## config.mk

```make
export PLATFORM = sky130hd
export DESIGN_NAME = lld_top
export DESIGN_NICKNAME = d
export VERILOG_FILES = /design/src/lld_pkg.sv /design/src/lld_lock_counter.sv /design/src/lld_top.sv
export SDC_FILE = /design/constraint.sdc
export NUM_CORES = 1
export LEC_CHECK = 0
export BUFFER_PORTS_ARGS = -buffer_cell sky130_fd_sc_hd__buf_2
export CAP_MARGIN = 20
export CORE_MARGIN = 2
export CORE_UTILIZATION = 40
export CTS_BUF_LIST = sky130_fd_sc_hd__clkbuf_4 sky130_fd_sc_hd__clkbuf_8 sky130_fd_sc_hd__clkbuf_16
export CTS_CLUSTER_DIAMETER = 50
export DETAILED_ROUTE_END_ITERATION = 7
export HOLD_SLACK_MARGIN = 0.03
export MAX_ROUTING_LAYER = met4
export RECOVER_POWER = 100
export SYNTH_ARGS = -nofsm -noshare
export SYNTH_HDL_FRONTEND = slang
export SYNTH_SLANG_ARGS = --single-unit
```

## constraint.sdc

```tcl
create_clock -name clk -period 5.08 [get_ports clk]
set_input_delay 0.508 -clock clk [delete_from_list [all_inputs] [get_ports clk]]
set_output_delay 0.508 -clock clk [all_outputs]
set_load 0.005 [all_outputs]
```

## src/lld_pkg.sv

```systemverilog
// Shared constants, field layout and carrier types for the loop lock and divider configuration block
package lld_pkg;

   ////////////////////////////////////////////////////////////////////////
   // Serial configuration frame
   localparam int         LLD_WORD_W   = 32;
   localparam int         LLD_ADDR_W   = 5;
   localparam logic [4:0] LLD_ADDR_FLT = 5'h18;
   localparam logic [4:0] LLD_ADDR_DAC = 5'h19;
   localparam logic [4:0] LLD_ADDR_CP2 = 5'h1A;
   localparam logic [4:0] LLD_ADDR_CP1 = 5'h1B;

   // Reset values: every divider and count starts at its smallest legal value
   localparam logic [31:0] LLD_FLT_RST = 32'h0000_0000;
   localparam logic [31:0] LLD_DAC_RST = 32'h0040_0040;
   localparam logic [31:0] LLD_CP2_RST = 32'h8000_0040;
   localparam logic [31:0] LLD_CP1_RST = 32'h0000_0040;

   ////////////////////////////////////////////////////////////////////////
   // Field positions
   localparam int LLD_R3_LSB    = 16;
   localparam int LLD_NDLY_LSB  = 12;
   localparam int LLD_RDLY_LSB  = 8;
   localparam int LLD_WND1_LSB  = 6;
   localparam int LLD_DDIV_LSB  = 22;
   localparam int LLD_CNT_LSB   = 6;
   localparam int LLD_WND2_LSB  = 30;
   localparam int LLD_DBL_BIT   = 29;
   localparam int LLD_POL_BIT   = 28;
   localparam int LLD_GAIN_LSB  = 26;
   localparam int LLD_HIZ_BIT   = 5;
   localparam int LLD_PRE0_LSB  = 20;
   localparam int LLD_RDIV_LSB  = 6;

   ////////////////////////////////////////////////////////////////////////
   // Lock windows, delay step and pump currents
   localparam logic [15:0] LLD_WND1_0_PS = 16'd5500;
   localparam logic [15:0] LLD_WND1_1_PS = 16'd10000;
   localparam logic [15:0] LLD_WND1_2_PS = 16'd18600;
   localparam logic [15:0] LLD_WND1_3_PS = 16'd40000;
   localparam logic [15:0] LLD_WND2_PS   = 16'd3700;
   localparam logic [10:0] LLD_DLY_STEP_PS = 11'd205;
   localparam logic [11:0] LLD_CP_100_UA  = 12'd100;
   localparam logic [11:0] LLD_CP_200_UA  = 12'd200;
   localparam logic [11:0] LLD_CP_400_UA  = 12'd400;
   localparam logic [11:0] LLD_CP_1600_UA = 12'd1600;
   localparam logic [11:0] LLD_CP_3200_UA = 12'd3200;
   localparam logic [14:0] LLD_R3_OHM_0 = 15'd200;
   localparam logic [14:0] LLD_R3_OHM_1 = 15'd1000;
   localparam logic [14:0] LLD_R3_OHM_2 = 15'd2000;
   localparam logic [14:0] LLD_R3_OHM_3 = 15'd4000;
   localparam logic [14:0] LLD_R3_OHM_4 = 15'd16000;

   // Pin synchroniser lanes
   localparam int LLD_PIN_SCLK  = 0;
   localparam int LLD_PIN_SDATA = 1;
   localparam int LLD_PIN_LATCH = 2;
   localparam int LLD_PIN_REF   = 3;
   localparam int LLD_NPIN      = 4;

   ////////////////////////////////////////////////////////////////////////
   // Carriers
   typedef struct packed {
      logic        valid;
      logic [15:0] err_ps;
   } lld_phase_s;

   typedef struct packed {
      logic        pos_pol;
      logic [11:0] current_ua;
   } lld_pump_s;

endpackage

```

## src/lld_lock_counter.sv

```systemverilog
// Digital lock detect counter for one loop, advanced once per phase-detector cycle
`timescale 1ns/1ps
module lld_lock_counter
   import lld_pkg::*;
#(
   parameter int CNT_W = 14
)(
   // Clock and reset
   input  wire logic             clk,
   input  wire logic             nrst,
   // Phase detector result and settings
   input  wire lld_phase_s       phase,
   input  wire logic [15:0]      window_ps,
   input  wire logic [CNT_W-1:0] target,
   // Lock state
   output logic [CNT_W-1:0]      count_reg,
   output logic                  locked_reg
);

   logic [CNT_W-1:0] eff_target;
   logic             in_window;

   // A zero count is reserved; it behaves as one
   assign eff_target = (target == '0) ? {{(CNT_W-1){1'b0}}, 1'b1} : target;
   assign in_window  = phase.err_ps < window_ps;

   always_ff @(posedge clk) begin
      if (!nrst) begin
         count_reg  <= '0;
         locked_reg <= 1'b0;
      end else if (phase.valid) begin
         if (!in_window) begin
            count_reg  <= '0;
            locked_reg <= 1'b0;
         end else if (count_reg < eff_target) begin
            count_reg  <= count_reg + 1'b1;
            locked_reg <= (count_reg + 1'b1) == eff_target;
         end else begin
            locked_reg <= 1'b1;
         end
      end
   end

   ////////////////////////////////////////////////////////////////////////
   a_miss_clears_lock: assert property (@(posedge clk) disable iff (!nrst)
      phase.valid && !in_window |=> !locked_reg && count_reg == '0)
      else $error("out-of-window cycle did not clear lock");

   a_lock_needs_count: assert property (@(posedge clk) disable iff (!nrst)
      $rose(locked_reg) |-> count_reg >= eff_target && $past(phase.valid))
      else $error("lock rose before count reached");

endmodule // lld_lock_counter

```

## src/lld_top.sv

```systemverilog
// Configuration registers, lock detect, reference and tuning-DAC dividers of the dual-loop conditioner
//
// Function
// - Loop one counts up while phase error is below its 2-bit window.
// - Loop one locks after the programmed 14-bit count; zero is reserved.
// - Loop two counts up while phase error is below its window.
// - Loop two locks after its programmed 14-bit count; zero is reserved.
// - Tuning-DAC update clock is loop-one compare rate over a 10-bit divisor.
// - Each input has a prescaler dividing by 1, 2, 4 or 8.
// - The prescaler of the active input is the one applied.
// - Loop-one reference divides by its 14-bit code; zero is reserved.
// - Feedback delay is code times 205 ps, up to 1435 ps.
// - Reference delay is code times 205 ps, up to 1435 ps.
// - Doubler bit passes loop-two reference at once or twice the rate.
// - Loop-two pump current 100/400/1600/3200 uA; tri-state forces high impedance.
// - Loop-two pump pin is driven unless its tri-state bit is set.
// - Loop-one pump polarity bit: 0 negative, 1 positive.
// - Loop-one pump current 100/200/400/1600 uA; tri-state forces high impedance.
// - Filter resistor code 0..4 gives 200, 1k, 2k, 4k, 16k ohm.
// - Loop-one pump pin is driven unless its tri-state bit is set.
`timescale 1ns/1ps
module lld_top
   import lld_pkg::*;
#(
   parameter int LOCK_CNT_W = 14,
   parameter int RDIV_W     = 14,
   parameter int DDIV_W     = 10
)(
   // Clock and reset
   input  wire logic        clk,
   input  wire logic        nrst,
   // Serial configuration pins
   input  wire logic        cfg_sclk,
   input  wire logic        cfg_sdata,
   input  wire logic        cfg_latch,
   // Reference path
   input  wire logic        reference_clock_input,
   input  wire logic [1:0]  active_input,
   // Phase detector results
   input  wire lld_phase_s  first_phase,
   input  wire lld_phase_s  second_phase,
   // Lock and divider outputs
   output logic             first_loop_locked,
   output logic             second_loop_locked,
   output logic             first_loop_ref_tick,
   output logic             tune_dac_update,
   // Analog settings
   output lld_pump_s        first_pump,
   output lld_pump_s        second_pump,
   output logic             first_loop_pump_pin_oe,
   output logic             second_loop_pump_pin_oe,
   output logic [10:0]      first_loop_feedback_delay_ps,
   output logic [10:0]      first_loop_reference_delay_ps,
   output logic             second_loop_reference_doubler_enable,
   output logic [14:0]      second_loop_filter_ohms,
   output logic             second_loop_filter_code_bad
);

   ////////////////////////////////////////////////////////////////////////
   // Functions

   function automatic logic [10:0] delay_ps(input logic [2:0] code);
      delay_ps = 11'(code * LLD_DLY_STEP_PS);
   endfunction

   function automatic logic [11:0] pump_ua(input logic loop2, input logic [1:0] gain,
                                           input logic hiz);
      if (hiz) begin
         pump_ua = 12'h000;
      end else begin
         case (gain)
            2'h0:    pump_ua = LLD_CP_100_UA;
            2'h1:    pump_ua = loop2 ? LLD_CP_400_UA : LLD_CP_200_UA;
            2'h2:    pump_ua = loop2 ? LLD_CP_1600_UA : LLD_CP_400_UA;
            default: pump_ua = loop2 ? LLD_CP_3200_UA : LLD_CP_1600_UA;
         endcase
      end
   endfunction

   ////////////////////////////////////////////////////////////////////////
   // Pin synchronisers; a level is accepted once stages two and three agree

   logic [LLD_NPIN-1:0] sync1_reg;
   logic [LLD_NPIN-1:0] sync2_reg;
   logic [LLD_NPIN-1:0] sync3_reg;
   logic [LLD_NPIN-1:0] pin_reg;
   logic [LLD_NPIN-1:0] pin_rise;

   always_ff @(posedge clk) begin
      if (!nrst) begin
         sync1_reg <= '0;
         sync2_reg <= '0;
         sync3_reg <= '0;
      end else begin
         sync1_reg <= {reference_clock_input, cfg_latch, cfg_sdata, cfg_sclk};
         sync2_reg <= sync1_reg;
         sync3_reg <= sync2_reg;
      end
   end

   always_ff @(posedge clk) begin
      if (!nrst) begin
         pin_reg <= '0;
      end else begin
         pin_reg <= (sync2_reg & sync3_reg) | (pin_reg & (sync2_reg | sync3_reg));
      end
   end

   assign pin_rise = sync2_reg & sync3_reg & ~pin_reg;

   ////////////////////////////////////////////////////////////////////////
   // Serial frame: MSB first, address in the low five bits, taken on latch rise

   logic [LLD_WORD_W-1:0] shift_reg;
   logic [31:0]           flt_reg;
   logic [31:0]           dac_reg;
   logic [31:0]           cp2_reg;
   logic [31:0]           cp1_reg;

   always_ff @(posedge clk) begin
      if (!nrst) begin
         shift_reg <= '0;
      end else if (pin_rise[LLD_PIN_SCLK]) begin
         shift_reg <= {shift_reg[LLD_WORD_W-2:0], pin_reg[LLD_PIN_SDATA]};
      end
   end

   // Frames for other addresses belong to other blocks and are ignored here
   always_ff @(posedge clk) begin
      if (!nrst) begin
         flt_reg <= LLD_FLT_RST;
         dac_reg <= LLD_DAC_RST;
         cp2_reg <= LLD_CP2_RST;
         cp1_reg <= LLD_CP1_RST;
      end else if (pin_rise[LLD_PIN_LATCH]) begin
         case (shift_reg[LLD_ADDR_W-1:0])
            LLD_ADDR_FLT: flt_reg <= shift_reg;
            LLD_ADDR_DAC: dac_reg <= shift_reg;
            LLD_ADDR_CP2: cp2_reg <= shift_reg;
            LLD_ADDR_CP1: cp1_reg <= shift_reg;
            default:      flt_reg <= flt_reg;
         endcase
      end
   end

   ////////////////////////////////////////////////////////////////////////
   // Lock detect

   logic [15:0]           first_window_ps;
   logic [LOCK_CNT_W-1:0] first_count;
   logic [LOCK_CNT_W-1:0] second_count;

   always_comb begin
      case (flt_reg[LLD_WND1_LSB +: 2])
         2'h0:    first_window_ps = LLD_WND1_0_PS;
         2'h1:    first_window_ps = LLD_WND1_1_PS;
         2'h2:    first_window_ps = LLD_WND1_2_PS;
         default: first_window_ps = LLD_WND1_3_PS;
      endcase
   end

   lld_lock_counter #(.CNT_W(LOCK_CNT_W)) u_first_lock (
      .clk        (clk),
      .nrst       (nrst),
      .phase      (first_phase),
      .window_ps  (first_window_ps),
      .target     (dac_reg[LLD_CNT_LSB +: LOCK_CNT_W]),
      .count_reg  (first_count),
      .locked_reg (first_loop_locked)
   );

   // Only code 2 is legal, so every code is treated as the 3.7 ns window
   lld_lock_counter #(.CNT_W(LOCK_CNT_W)) u_second_lock (
      .clk        (clk),
      .nrst       (nrst),
      .phase      (second_phase),
      .window_ps  (LLD_WND2_PS),
      .target     (cp2_reg[LLD_CNT_LSB +: LOCK_CNT_W]),
      .count_reg  (second_count),
      .locked_reg (second_loop_locked)
   );

   ////////////////////////////////////////////////////////////////////////
   // Tuning-DAC update divider

   logic [DDIV_W-1:0] dac_div_eff;
   logic [DDIV_W-1:0] dac_cnt_reg;

   assign dac_div_eff = (dac_reg[LLD_DDIV_LSB +: DDIV_W] == '0) ?
                        {{(DDIV_W-1){1'b0}}, 1'b1} : dac_reg[LLD_DDIV_LSB +: DDIV_W];

   always_ff @(posedge clk) begin
      if (!nrst) begin
         dac_cnt_reg     <= '0;
         tune_dac_update <= 1'b0;
      end else if (first_phase.valid) begin
         if (dac_cnt_reg >= dac_div_eff - 1'b1) begin
            dac_cnt_reg     <= '0;
            tune_dac_update <= 1'b1;
         end else begin
            dac_cnt_reg     <= dac_cnt_reg + 1'b1;
            tune_dac_update <= 1'b0;
         end
      end else begin
         tune_dac_update <= 1'b0;
      end
   end

   ////////////////////////////////////////////////////////////////////////
   // Reference path: prescaler of the active input, then the reference divider

   logic [1:0]        pre_code;
   logic [2:0]        pre_max;
   logic [2:0]        pre_cnt_reg;
   logic [1:0]        act_reg;
   logic              pre_done;
   logic [RDIV_W-1:0] rdiv_eff;
   logic [RDIV_W-1:0] rdiv_cnt_reg;

   // Input 3 does not exist; it falls back to input 0
   assign pre_code = (active_input == 2'h3) ? cp1_reg[LLD_PRE0_LSB +: 2] :
                     cp1_reg[LLD_PRE0_LSB + 2 * active_input +: 2];
   assign pre_max  = 3'((4'h1 << pre_code) - 4'h1);
   assign pre_done = pin_rise[LLD_PIN_REF] && (pre_cnt_reg >= pre_max);
   assign rdiv_eff = (cp1_reg[LLD_RDIV_LSB +: RDIV_W] == '0) ?
                     {{(RDIV_W-1){1'b0}}, 1'b1} : cp1_reg[LLD_RDIV_LSB +: RDIV_W];

   // A switch restarts the prescaler so the divider never sees a mixed period
   always_ff @(posedge clk) begin
      if (!nrst) begin
         pre_cnt_reg <= '0;
         act_reg     <= 2'h0;
      end else begin
         act_reg <= active_input;
         if (act_reg != active_input) begin
            pre_cnt_reg <= '0;
         end else if (pin_rise[LLD_PIN_REF]) begin
            pre_cnt_reg <= pre_done ? 3'h0 : pre_cnt_reg + 3'h1;
         end
      end
   end

   always_ff @(posedge clk) begin
      if (!nrst) begin
         rdiv_cnt_reg        <= '0;
         first_loop_ref_tick <= 1'b0;
      end else if (pre_done && act_reg == active_input) begin
         if (rdiv_cnt_reg >= rdiv_eff - 1'b1) begin
            rdiv_cnt_reg        <= '0;
            first_loop_ref_tick <= 1'b1;
         end else begin
            rdiv_cnt_reg        <= rdiv_cnt_reg + 1'b1;
            first_loop_ref_tick <= 1'b0;
         end
      end else begin
         first_loop_ref_tick <= 1'b0;
      end
   end

   ////////////////////////////////////////////////////////////////////////
   // Analog setting outputs

   always_ff @(posedge clk) begin
      if (!nrst) begin
         first_pump                           <= '0;
         second_pump                          <= '0;
         first_loop_pump_pin_oe               <= 1'b0;
         second_loop_pump_pin_oe              <= 1'b0;
         first_loop_feedback_delay_ps         <= '0;
         first_loop_reference_delay_ps        <= '0;
         second_loop_reference_doubler_enable <= 1'b0;
      end else begin
         second_pump.pos_pol    <= cp2_reg[LLD_POL_BIT];
         second_pump.current_ua <= pump_ua(1'b1, cp2_reg[LLD_GAIN_LSB +: 2],
                                           cp2_reg[LLD_HIZ_BIT]);
         first_pump.pos_pol     <= cp1_reg[LLD_POL_BIT];
         first_pump.current_ua  <= pump_ua(1'b0, cp1_reg[LLD_GAIN_LSB +: 2],
                                           cp1_reg[LLD_HIZ_BIT]);
         second_loop_pump_pin_oe <= !cp2_reg[LLD_HIZ_BIT];
         first_loop_pump_pin_oe  <= !cp1_reg[LLD_HIZ_BIT];
         first_loop_feedback_delay_ps  <= delay_ps(flt_reg[LLD_NDLY_LSB +: 3]);
         first_loop_reference_delay_ps <= delay_ps(flt_reg[LLD_RDLY_LSB +: 3]);
         second_loop_reference_doubler_enable <= cp2_reg[LLD_DBL_BIT];
      end
   end

   always_ff @(posedge clk) begin
      if (!nrst) begin
         second_loop_filter_ohms     <= LLD_R3_OHM_0;
         second_loop_filter_code_bad <= 1'b0;
      end else begin
         second_loop_filter_code_bad <= 1'b0;
         case (flt_reg[LLD_R3_LSB +: 3])
            3'h0:    second_loop_filter_ohms <= LLD_R3_OHM_0;
            3'h1:    second_loop_filter_ohms <= LLD_R3_OHM_1;
            3'h2:    second_loop_filter_ohms <= LLD_R3_OHM_2;
            3'h3:    second_loop_filter_ohms <= LLD_R3_OHM_3;
            3'h4:    second_loop_filter_ohms <= LLD_R3_OHM_4;
            default: begin
               second_loop_filter_ohms     <= 15'h0000;
               second_loop_filter_code_bad <= 1'b1;
            end
         endcase
      end
   end

   ////////////////////////////////////////////////////////////////////////
   // Checks

   a_dac_div_one: assert property (@(posedge clk) disable iff (!nrst)
      first_phase.valid && dac_div_eff == 10'h001 |=> tune_dac_update)
      else $error("divisor one did not update on every cycle");

   a_dac_update_cause: assert property (@(posedge clk) disable iff (!nrst)
      tune_dac_update |-> $past(first_phase.valid) && $past(dac_cnt_reg) >= $past(dac_div_eff) - 1)
      else $error("tuning update without full divisor count");

   a_ref_div_one: assert property (@(posedge clk) disable iff (!nrst)
      pin_rise[LLD_PIN_REF] && pre_max == 3'h0 && rdiv_eff == 14'h0001 &&
      act_reg == active_input |=> first_loop_ref_tick)
      else $error("undivided reference edge lost");

   a_ref_tick_cause: assert property (@(posedge clk) disable iff (!nrst)
      first_loop_ref_tick |-> $past(pin_rise[LLD_PIN_REF]) && $past(pre_cnt_reg) >= $past(pre_max))
      else $error("reference tick before prescaler completed");

   a_pump2_hiz: assert property (@(posedge clk) disable iff (!nrst)
      cp2_reg[LLD_HIZ_BIT] && $stable(cp2_reg) |=> !second_loop_pump_pin_oe &&
      second_pump.current_ua == 12'h000)
      else $error("loop two pump not released when tri-stated");

   a_pump1_drive: assert property (@(posedge clk) disable iff (!nrst)
      !cp1_reg[LLD_HIZ_BIT] && cp1_reg[LLD_GAIN_LSB +: 2] == 2'h1 && $stable(cp1_reg)
      |=> first_loop_pump_pin_oe && first_pump.current_ua == LLD_CP_200_UA)
      else $error("loop one pump not driven at its current");

   a_delay_step: assert property (@(posedge clk) disable iff (!nrst)
      flt_reg[LLD_NDLY_LSB +: 3] == 3'h7 && $stable(flt_reg) |=>
      first_loop_feedback_delay_ps == 11'd1435)
      else $error("full feedback delay not 1435 ps");

   a_filter_max: assert property (@(posedge clk) disable iff (!nrst)
      flt_reg[LLD_R3_LSB +: 3] == 3'h4 && $stable(flt_reg) |=>
      second_loop_filter_ohms == 15'd16000 && !second_loop_filter_code_bad)
      else $error("filter code 4 not 16 kohm");

   a_doubler_follow: assert property (@(posedge clk) disable iff (!nrst)
      $changed(cp2_reg[LLD_DBL_BIT]) |=> second_loop_reference_doubler_enable == $past(cp2_reg[LLD_DBL_BIT]))
      else $error("doubler output did not follow its bit");

   a_lock_count_kept: assert property (@(posedge clk) disable iff (!nrst)
      (!first_loop_locked || first_count != '0) && (!second_loop_locked || second_count != '0))
      else $error("lock held with an empty counter");

   c_first_lock:  cover property (@(posedge clk) disable iff (!nrst) $rose(first_loop_locked));
   c_second_lock: cover property (@(posedge clk) disable iff (!nrst) $rose(second_loop_locked));
   c_dac_divided: cover property (@(posedge clk) disable iff (!nrst)
      tune_dac_update && dac_div_eff > 10'h002);
   c_input_swap:  cover property (@(posedge clk) disable iff (!nrst)
      act_reg != active_input ##[1:50] first_loop_ref_tick);

endmodule // lld_top

```

---- Yosys cells after proc, flatten, opt, wreduce, memory -nomap -nowiden ----
Cells that the tools add are included.
storage, ports and cells
  bits of input ports ..................... 42
  logic and storage cells ................. 125
  bits in registers ....................... 289
operators by class
  shift-type cells ........................ 2
  magnitude comparators ................... 7
  reduce and logical (&&, ||, !) cells .... 24
  equal/unequal tests ..................... 21
  multiplexer cells ....................... 23
  $mul .................................... 2
  bitwise operators ....................... 7
  add/sub/neg operators ................... 9
operators with widths
  kind                   number
  $mux 14                8
  $pmux 14 s5            1
  $pmux 16 s3            1
  $add 14x1->14 const B  3
  $logic_not 14->1       3
  $pmux 12 s3            1
  $pmux 11 s3            1
  $shiftx 32x7->2        1
  $eq 14x14->1           2
  $lt 14x14->1           2
  $mul 3x8->11 const B   2
  $eq 5x5->1 const B     4
  $mux 10                2
  $lt 16x12->1 const B   1
  $lt 16x16->1           1
  $reduce_and 2->1       8
  $ge 14x14->1           1
  $sub 14x1->14 const B  1
  $and 4x4->4            3
  $add 10x1->10 const B  1
  $ge 10x10->1           1
  $logic_not 10->1       1
  $sub 10x1->10 const B  1
  $eq 2x2->1 const B     4
  other kinds (24)       41

---- Logic depth before layout (Yosys ltp) ----
  depth in word-level cells ............... 9
  mapped depth ............................ 17
  depth with buffers taken out ............ 16

---- Hierarchy ----
A second synthesis with hierarchy kept.
second synthesis, totals
  cells, all modules ...................... 1536
  area total of the unflattened synthesis .. 12923.6 µm²
by module, submodules not included
  module            cells an instance  area an instance (µm²)  seq. area each (µm²)  times used
  lld_top           1016               8759.7                  4164.0                1
  lld_lock_counter  260                2082.0                  300.3                 2

---- Least setup slack after synthesis ----
No wires, ideal clock.
  path kind ............................... reg-to-reg
  start point ............................. reg cp1_reg[12]
  end point ............................... reg rdiv_cnt_reg[10]
  required time ........................... 4.952 ns
  stages on the path, launching flop included .. 18
  buffers on the path ..................... 1
  arrival time ............................ 3.604 ns
  setup time .............................. 0.128 ns
  path slack .............................. 1.349 ns
  path through ............................ dfxtp_1 -> or4_1 -> or4_1 -> nor2_1 -> a31oi_1 -> ha_1 -> nand2_1 -> nor4_1 -> xnor2_1 -> ha_1 -> nand4_1 -> nor2_1 -> a21oi_1 -> o211ai_1 -> a41oi_1 -> o21ai_0 -> clkbuf_1 -> nor2_1
between the ends
  word-level cells in the longest chain between the ends .. 7
RTL lines
  item                                                                   RTL line        text
  start, declared                                                        lld_top.sv:118  logic [31:0] cp1_reg;
  start signal, assigned                                                 lld_top.sv:140  LLD_ADDR_CP1: cp1_reg <= shift_reg;
  parallel branches: the longest is 7 deep, another holds $sub 14x1->14  --
  end signal, assigned                                                   lld_top.sv:252  rdiv_cnt_reg <= rdiv_cnt_reg + 1'b1;
  end, declared                                                          lld_top.sv:218  logic [RDIV_W-1:0] rdiv_cnt_reg;
Parallel ways; which one is timed is not known.
A chain may end at the register's enable or synchronous reset.

---- Worst setup path in the final report ----
  start point ............................. reg cp1_reg[12]
  end point ............................... reg rdiv_cnt_reg[13]
Same word-level chain as after synthesis.

==> impl_summary.log <==
INFO  metric worst_hold_startpoint = cfg_latch
INFO  metric mostFrequentLayoutCell = dfxtp_1
INFO  metric final_antenna_net_count = 0
INFO  metric synthesis.instances = 1431
INFO  metric setup.worst_path.start = cp1_reg[12]$_SDFFE_PN0P_
INFO  metric fin_setup_tns = 0 ns
INFO  metric report.final.hold_viol_count = 0
INFO  metric die-area = 31700 sq um
INFO  metric synth.ff_latch_count = 238
INFO  metric die_w = 178 um
INFO  metric finalSetupViolations = 0
INFO  metric clock-sinks = 238
INFO  metric hp-class = input port to register
INFO  metric final.setup_skew = 0.0168 ns
INFO  metric cts_setup_buffers = 0
INFO  metric power_frac_comb = 2.8%
INFO  metric rsz_0062_raised_after_global_routing = no
INFO  metric worst_setup_path_start_kind = register
INFO  metric switching_power = 0.970 mW
INFO  metric layout_common_cells = 238 x dfxtp_1, 231 x nand2_1, 120 x a21oi_1
INFO  metric synth_edf_count = 0
INFO  metric clockBufferDepth = 3
INFO  metric clockRootBuffer = clkbuf_16
INFO  metric setup_crit_end_kind = register
INFO  metric grt_pass1_vias = 9423
INFO  metric cp_max_fo = 14
INFO  metric finalWeightedCongestion = 0.880
INFO  metric layout.core_utilization = 46.7%
INFO  metric syn_to_final_growth = 14.8%
INFO  metric p_seq_share = 43.4%
INFO  metric crit_type = register to register
INFO  metric maxCapViolCount = 4
INFO  metric power_per_standard_cell_area = 312 nW/um^2
INFO  metric drc = 0
INFO  metric detailed_place.area = 12800 sq um
INFO  metric drt_wl_total = 28400 um
INFO  metric relSlewSlack = -31.3%
INFO  metric grt_usage = 18.6%
INFO  metric worst-endpoint-arrival = 4.49 ns
INFO  metric holdBufCountCts = 0
INFO  metric multiInputGateArea = 6770 sq um
INFO  metric postSynthAreaPerCell = 8.46 sq um
INFO  metric netlist_area_pre_place = 12100 sq um
INFO  metric detailedPlace.worstSlack = 1.23 ns
INFO  metric netlist-cell-type-count = 69
INFO  metric reg2reg_from = cp1_reg[12]$_SDFFE_PN0P_
INFO  metric timing.critical_path.cells = or4_1 > or4_1 > nor2_1 > a31oi_1 > ha_1 > nand2_1 > nor4_1 > xnor2_1 > ha_1 > nand4_1 > nor2_1 > a21oi_1 > o211ai_1 > a41oi_1 > o21ai_0 > clkbuf_1 > nor2_1
INFO  metric max-vdd-ir-drop = 0.172 mV
INFO  metric failed_checks = max-capacitance violations, max-slew violations
INFO  metric final_nets = 1649
INFO  metric critical_path.slowest_cell = or4_1
INFO  metric die_h = 178 um
INFO  metric switching_share = 22.4%
INFO  metric average_vias_per_placed_instance = 5.17
INFO  metric largest_reg_flops = 32
INFO  metric initial_utilization = 40.7%
INFO  metric slew_viol_final = 123
INFO  metric drt_pass1_iterations = 5
INFO  metric overflow = 0
INFO  metric core.rowCount = 63
INFO  metric h-tree-depth = 2
INFO  metric cts_buffers = 34
INFO  metric layout_worst_path_cycle_share = 81.2%
INFO  metric synth_ff_type = dfxtp_1
INFO  metric num_antenna_cells = 0
INFO  metric post_cts_resize_count = 0
INFO  metric antenna_found_initial = 0
INFO  metric design_area = 13900 sq um
INFO  metric core_region_area = 29700 sq um
INFO  metric dpl.hpwl = 19700 um
INFO  metric maximum_number_of_pins_on_one_net_before_global_route_repair = 65
INFO  metric route.detailed.wl_per_inst = 14.8 um
INFO  metric numPortBuffers = 98
INFO  metric worstSkewPairLatency = 0.51 ns
INFO  metric synth.yosys.seq_area_share = 39.4%
INFO  metric yosysWarningCount = 0
INFO  metric routed-via-count = 9918
INFO  metric p_leak = 5.38 nW
INFO  metric shortest_clock_period_the_worst_path_allows_after_layout = 4.13 ns
INFO  metric clock_power_share = 53.8%
INFO  metric timing.final.ws_setup = 0.953 ns
INFO  metric post_route_cells_drive_above_1_share = 9.10%
INFO  metric timing.fmax = 242 MHz
INFO  metric worst_path_most_repeated_cell = nor2_1
INFO  metric ios = 113
INFO  metric area.sequential = 4760 sq um
INFO  metric clkSlewWorstSetupHoldPaths = 0.06 ns
INFO  metric tightest_slew = 1.97 ns
INFO  metric status = complete, but fails checks
INFO  metric async_flop_share = 0%
INFO  metric intPower = 3.36 mW
INFO  metric cpLargestDelayFamily = simple AND/OR/NAND/NOR gates
INFO  metric tritoncts = yes
INFO  metric timing.critical_path.slowest_cell_delay = 0.59 ns
INFO  metric crit_required = 5.44 ns
INFO  metric critPathBufInv = 1
INFO  metric iter_0_drt_violations = 571
INFO  metric grt_first_pass_wirelength = 47000 um
INFO  metric layout.filler_cells = 2912
[worst register-to-register path: cells and delay by family, from the launching register on]
family,cells,cell delay (ns)
compound gates,5,0.57
fa+ha+maj,2,0.55
simple gates,8,1.87
flops,1,0.36
buf+inv,1,0.49
xor+xnor,1,0.14
[area by class of cell]
class / count / share of cell area, %
inverter: 61 / 1.66
tap: 390 / 3.51
sequential: 238 / 34.3
timing repair buffer: 106 / 3.63
clock inverter: 15 / 1.05
multi-input combinational: 1063 / 48.7
clock buffer: 44 / 7.13
[synthesized netlist by cell type, types with 6 or more instances]
library cell	n	area [sq um]
mux2i_1	31	310
a31oi_1	19	119
nor3_1	24	120
xnor2_1	39	342
dfxtp_1	238	4760
a21oi_1	120	601
ha_1	101	1260
nor3b_1	6	45.0
nor2_1	117	439
nand2b_1	13	81.3
or2_2	8	50.1
nand4_1	24	150
and3_1	10	62.6
a22o_1	6	52.6
or3_1	9	56.3
o21a_1	8	60.1
nor4_1	14	87.6
or4_1	9	67.6
nand2_1	231	867
clkbuf_1	46	173
inv_1	61	229
nor2b_1	13	81.3
xor2_1	45	394
a21o_1	22	165
buf_4	20	150
o21ai_0	38	190
and2_1	37	231
buf_2	7	35.0
nand3_1	28	140
and4_1	6	52.6
[metrics by stage]
stage	hold slack, ns	std cells	power [mW]
floorplan	0.412	1440	2.00
global placement	0.415	1857	2.05
detailed placement	0.418	1857	2.05
CTS	0.193	1916	4.40
global route	0.203	1917	4.48
finish	0.210	1917	4.34
[kinds of logic (layout without fill, tap and decap cells)]
| family | Yosys count | in the layout | synth area share [%] |
|---|---|---|---|
| AOI/OAI and AO/OA | 271 | 271 | 14.0 |
| xor gates and xnor gates | 84 | 84 | 6.08 |
| adders and majority gates | 103 | 103 | 10.8 |
| buffers and inverters | 139 | 226 | 5.00 |
| DFF | 238 | 238 | 39.4 |
| muxes | 31 | 31 | 2.56 |
| other | 1 | 10 | 0.0310 |
| and+or+nand+nor | 564 | 564 | 22.1 |
[layer usage]
| layer | GRT usage (%) | vias up | wire length [um] |
|---|---|---|---|
| met5 | - | - | 0 |
| met4 | 4.44 | 0 | 439 |
| met3 | 2.91 | 36 | 1390 |
| met2 | 30.3 | 192 | 12900 |
| met1 | 24.2 | 4637 | 13700 |
| li1 | - | 5053 | - |
[path summary, 6_finish.rpt]
| kind | end | slack, ns | cells after the start |
|---|---|---|---|
| setup / recovery | rdiv_cnt_reg[13]$_SDFFE_PN0P_ | 0.95 | 17 |
| hold / removal | sync1_reg[2]$_SDFF_PN0_ | 0.21 | 2 |
| setup reg to reg | rdiv_cnt_reg[13]$_SDFFE_PN0P_ | 0.95 | 17 |
| hold reg to reg | sync2_reg[3]$_SDFF_PN0_ | 0.43 | 1 |
[power groups by stage]
stage,clock (mW),sequential (mW),combinational [mW]
floorplan,0,1.92,0.0831
global placement,0,1.92,0.125
detailed placement,0,1.92,0.126
CTS,2.39,1.88,0.127
global route,2.46,1.88,0.139
finish,2.33,1.88,0.122
No activity file was read; power rests on OpenSTA's default activity.
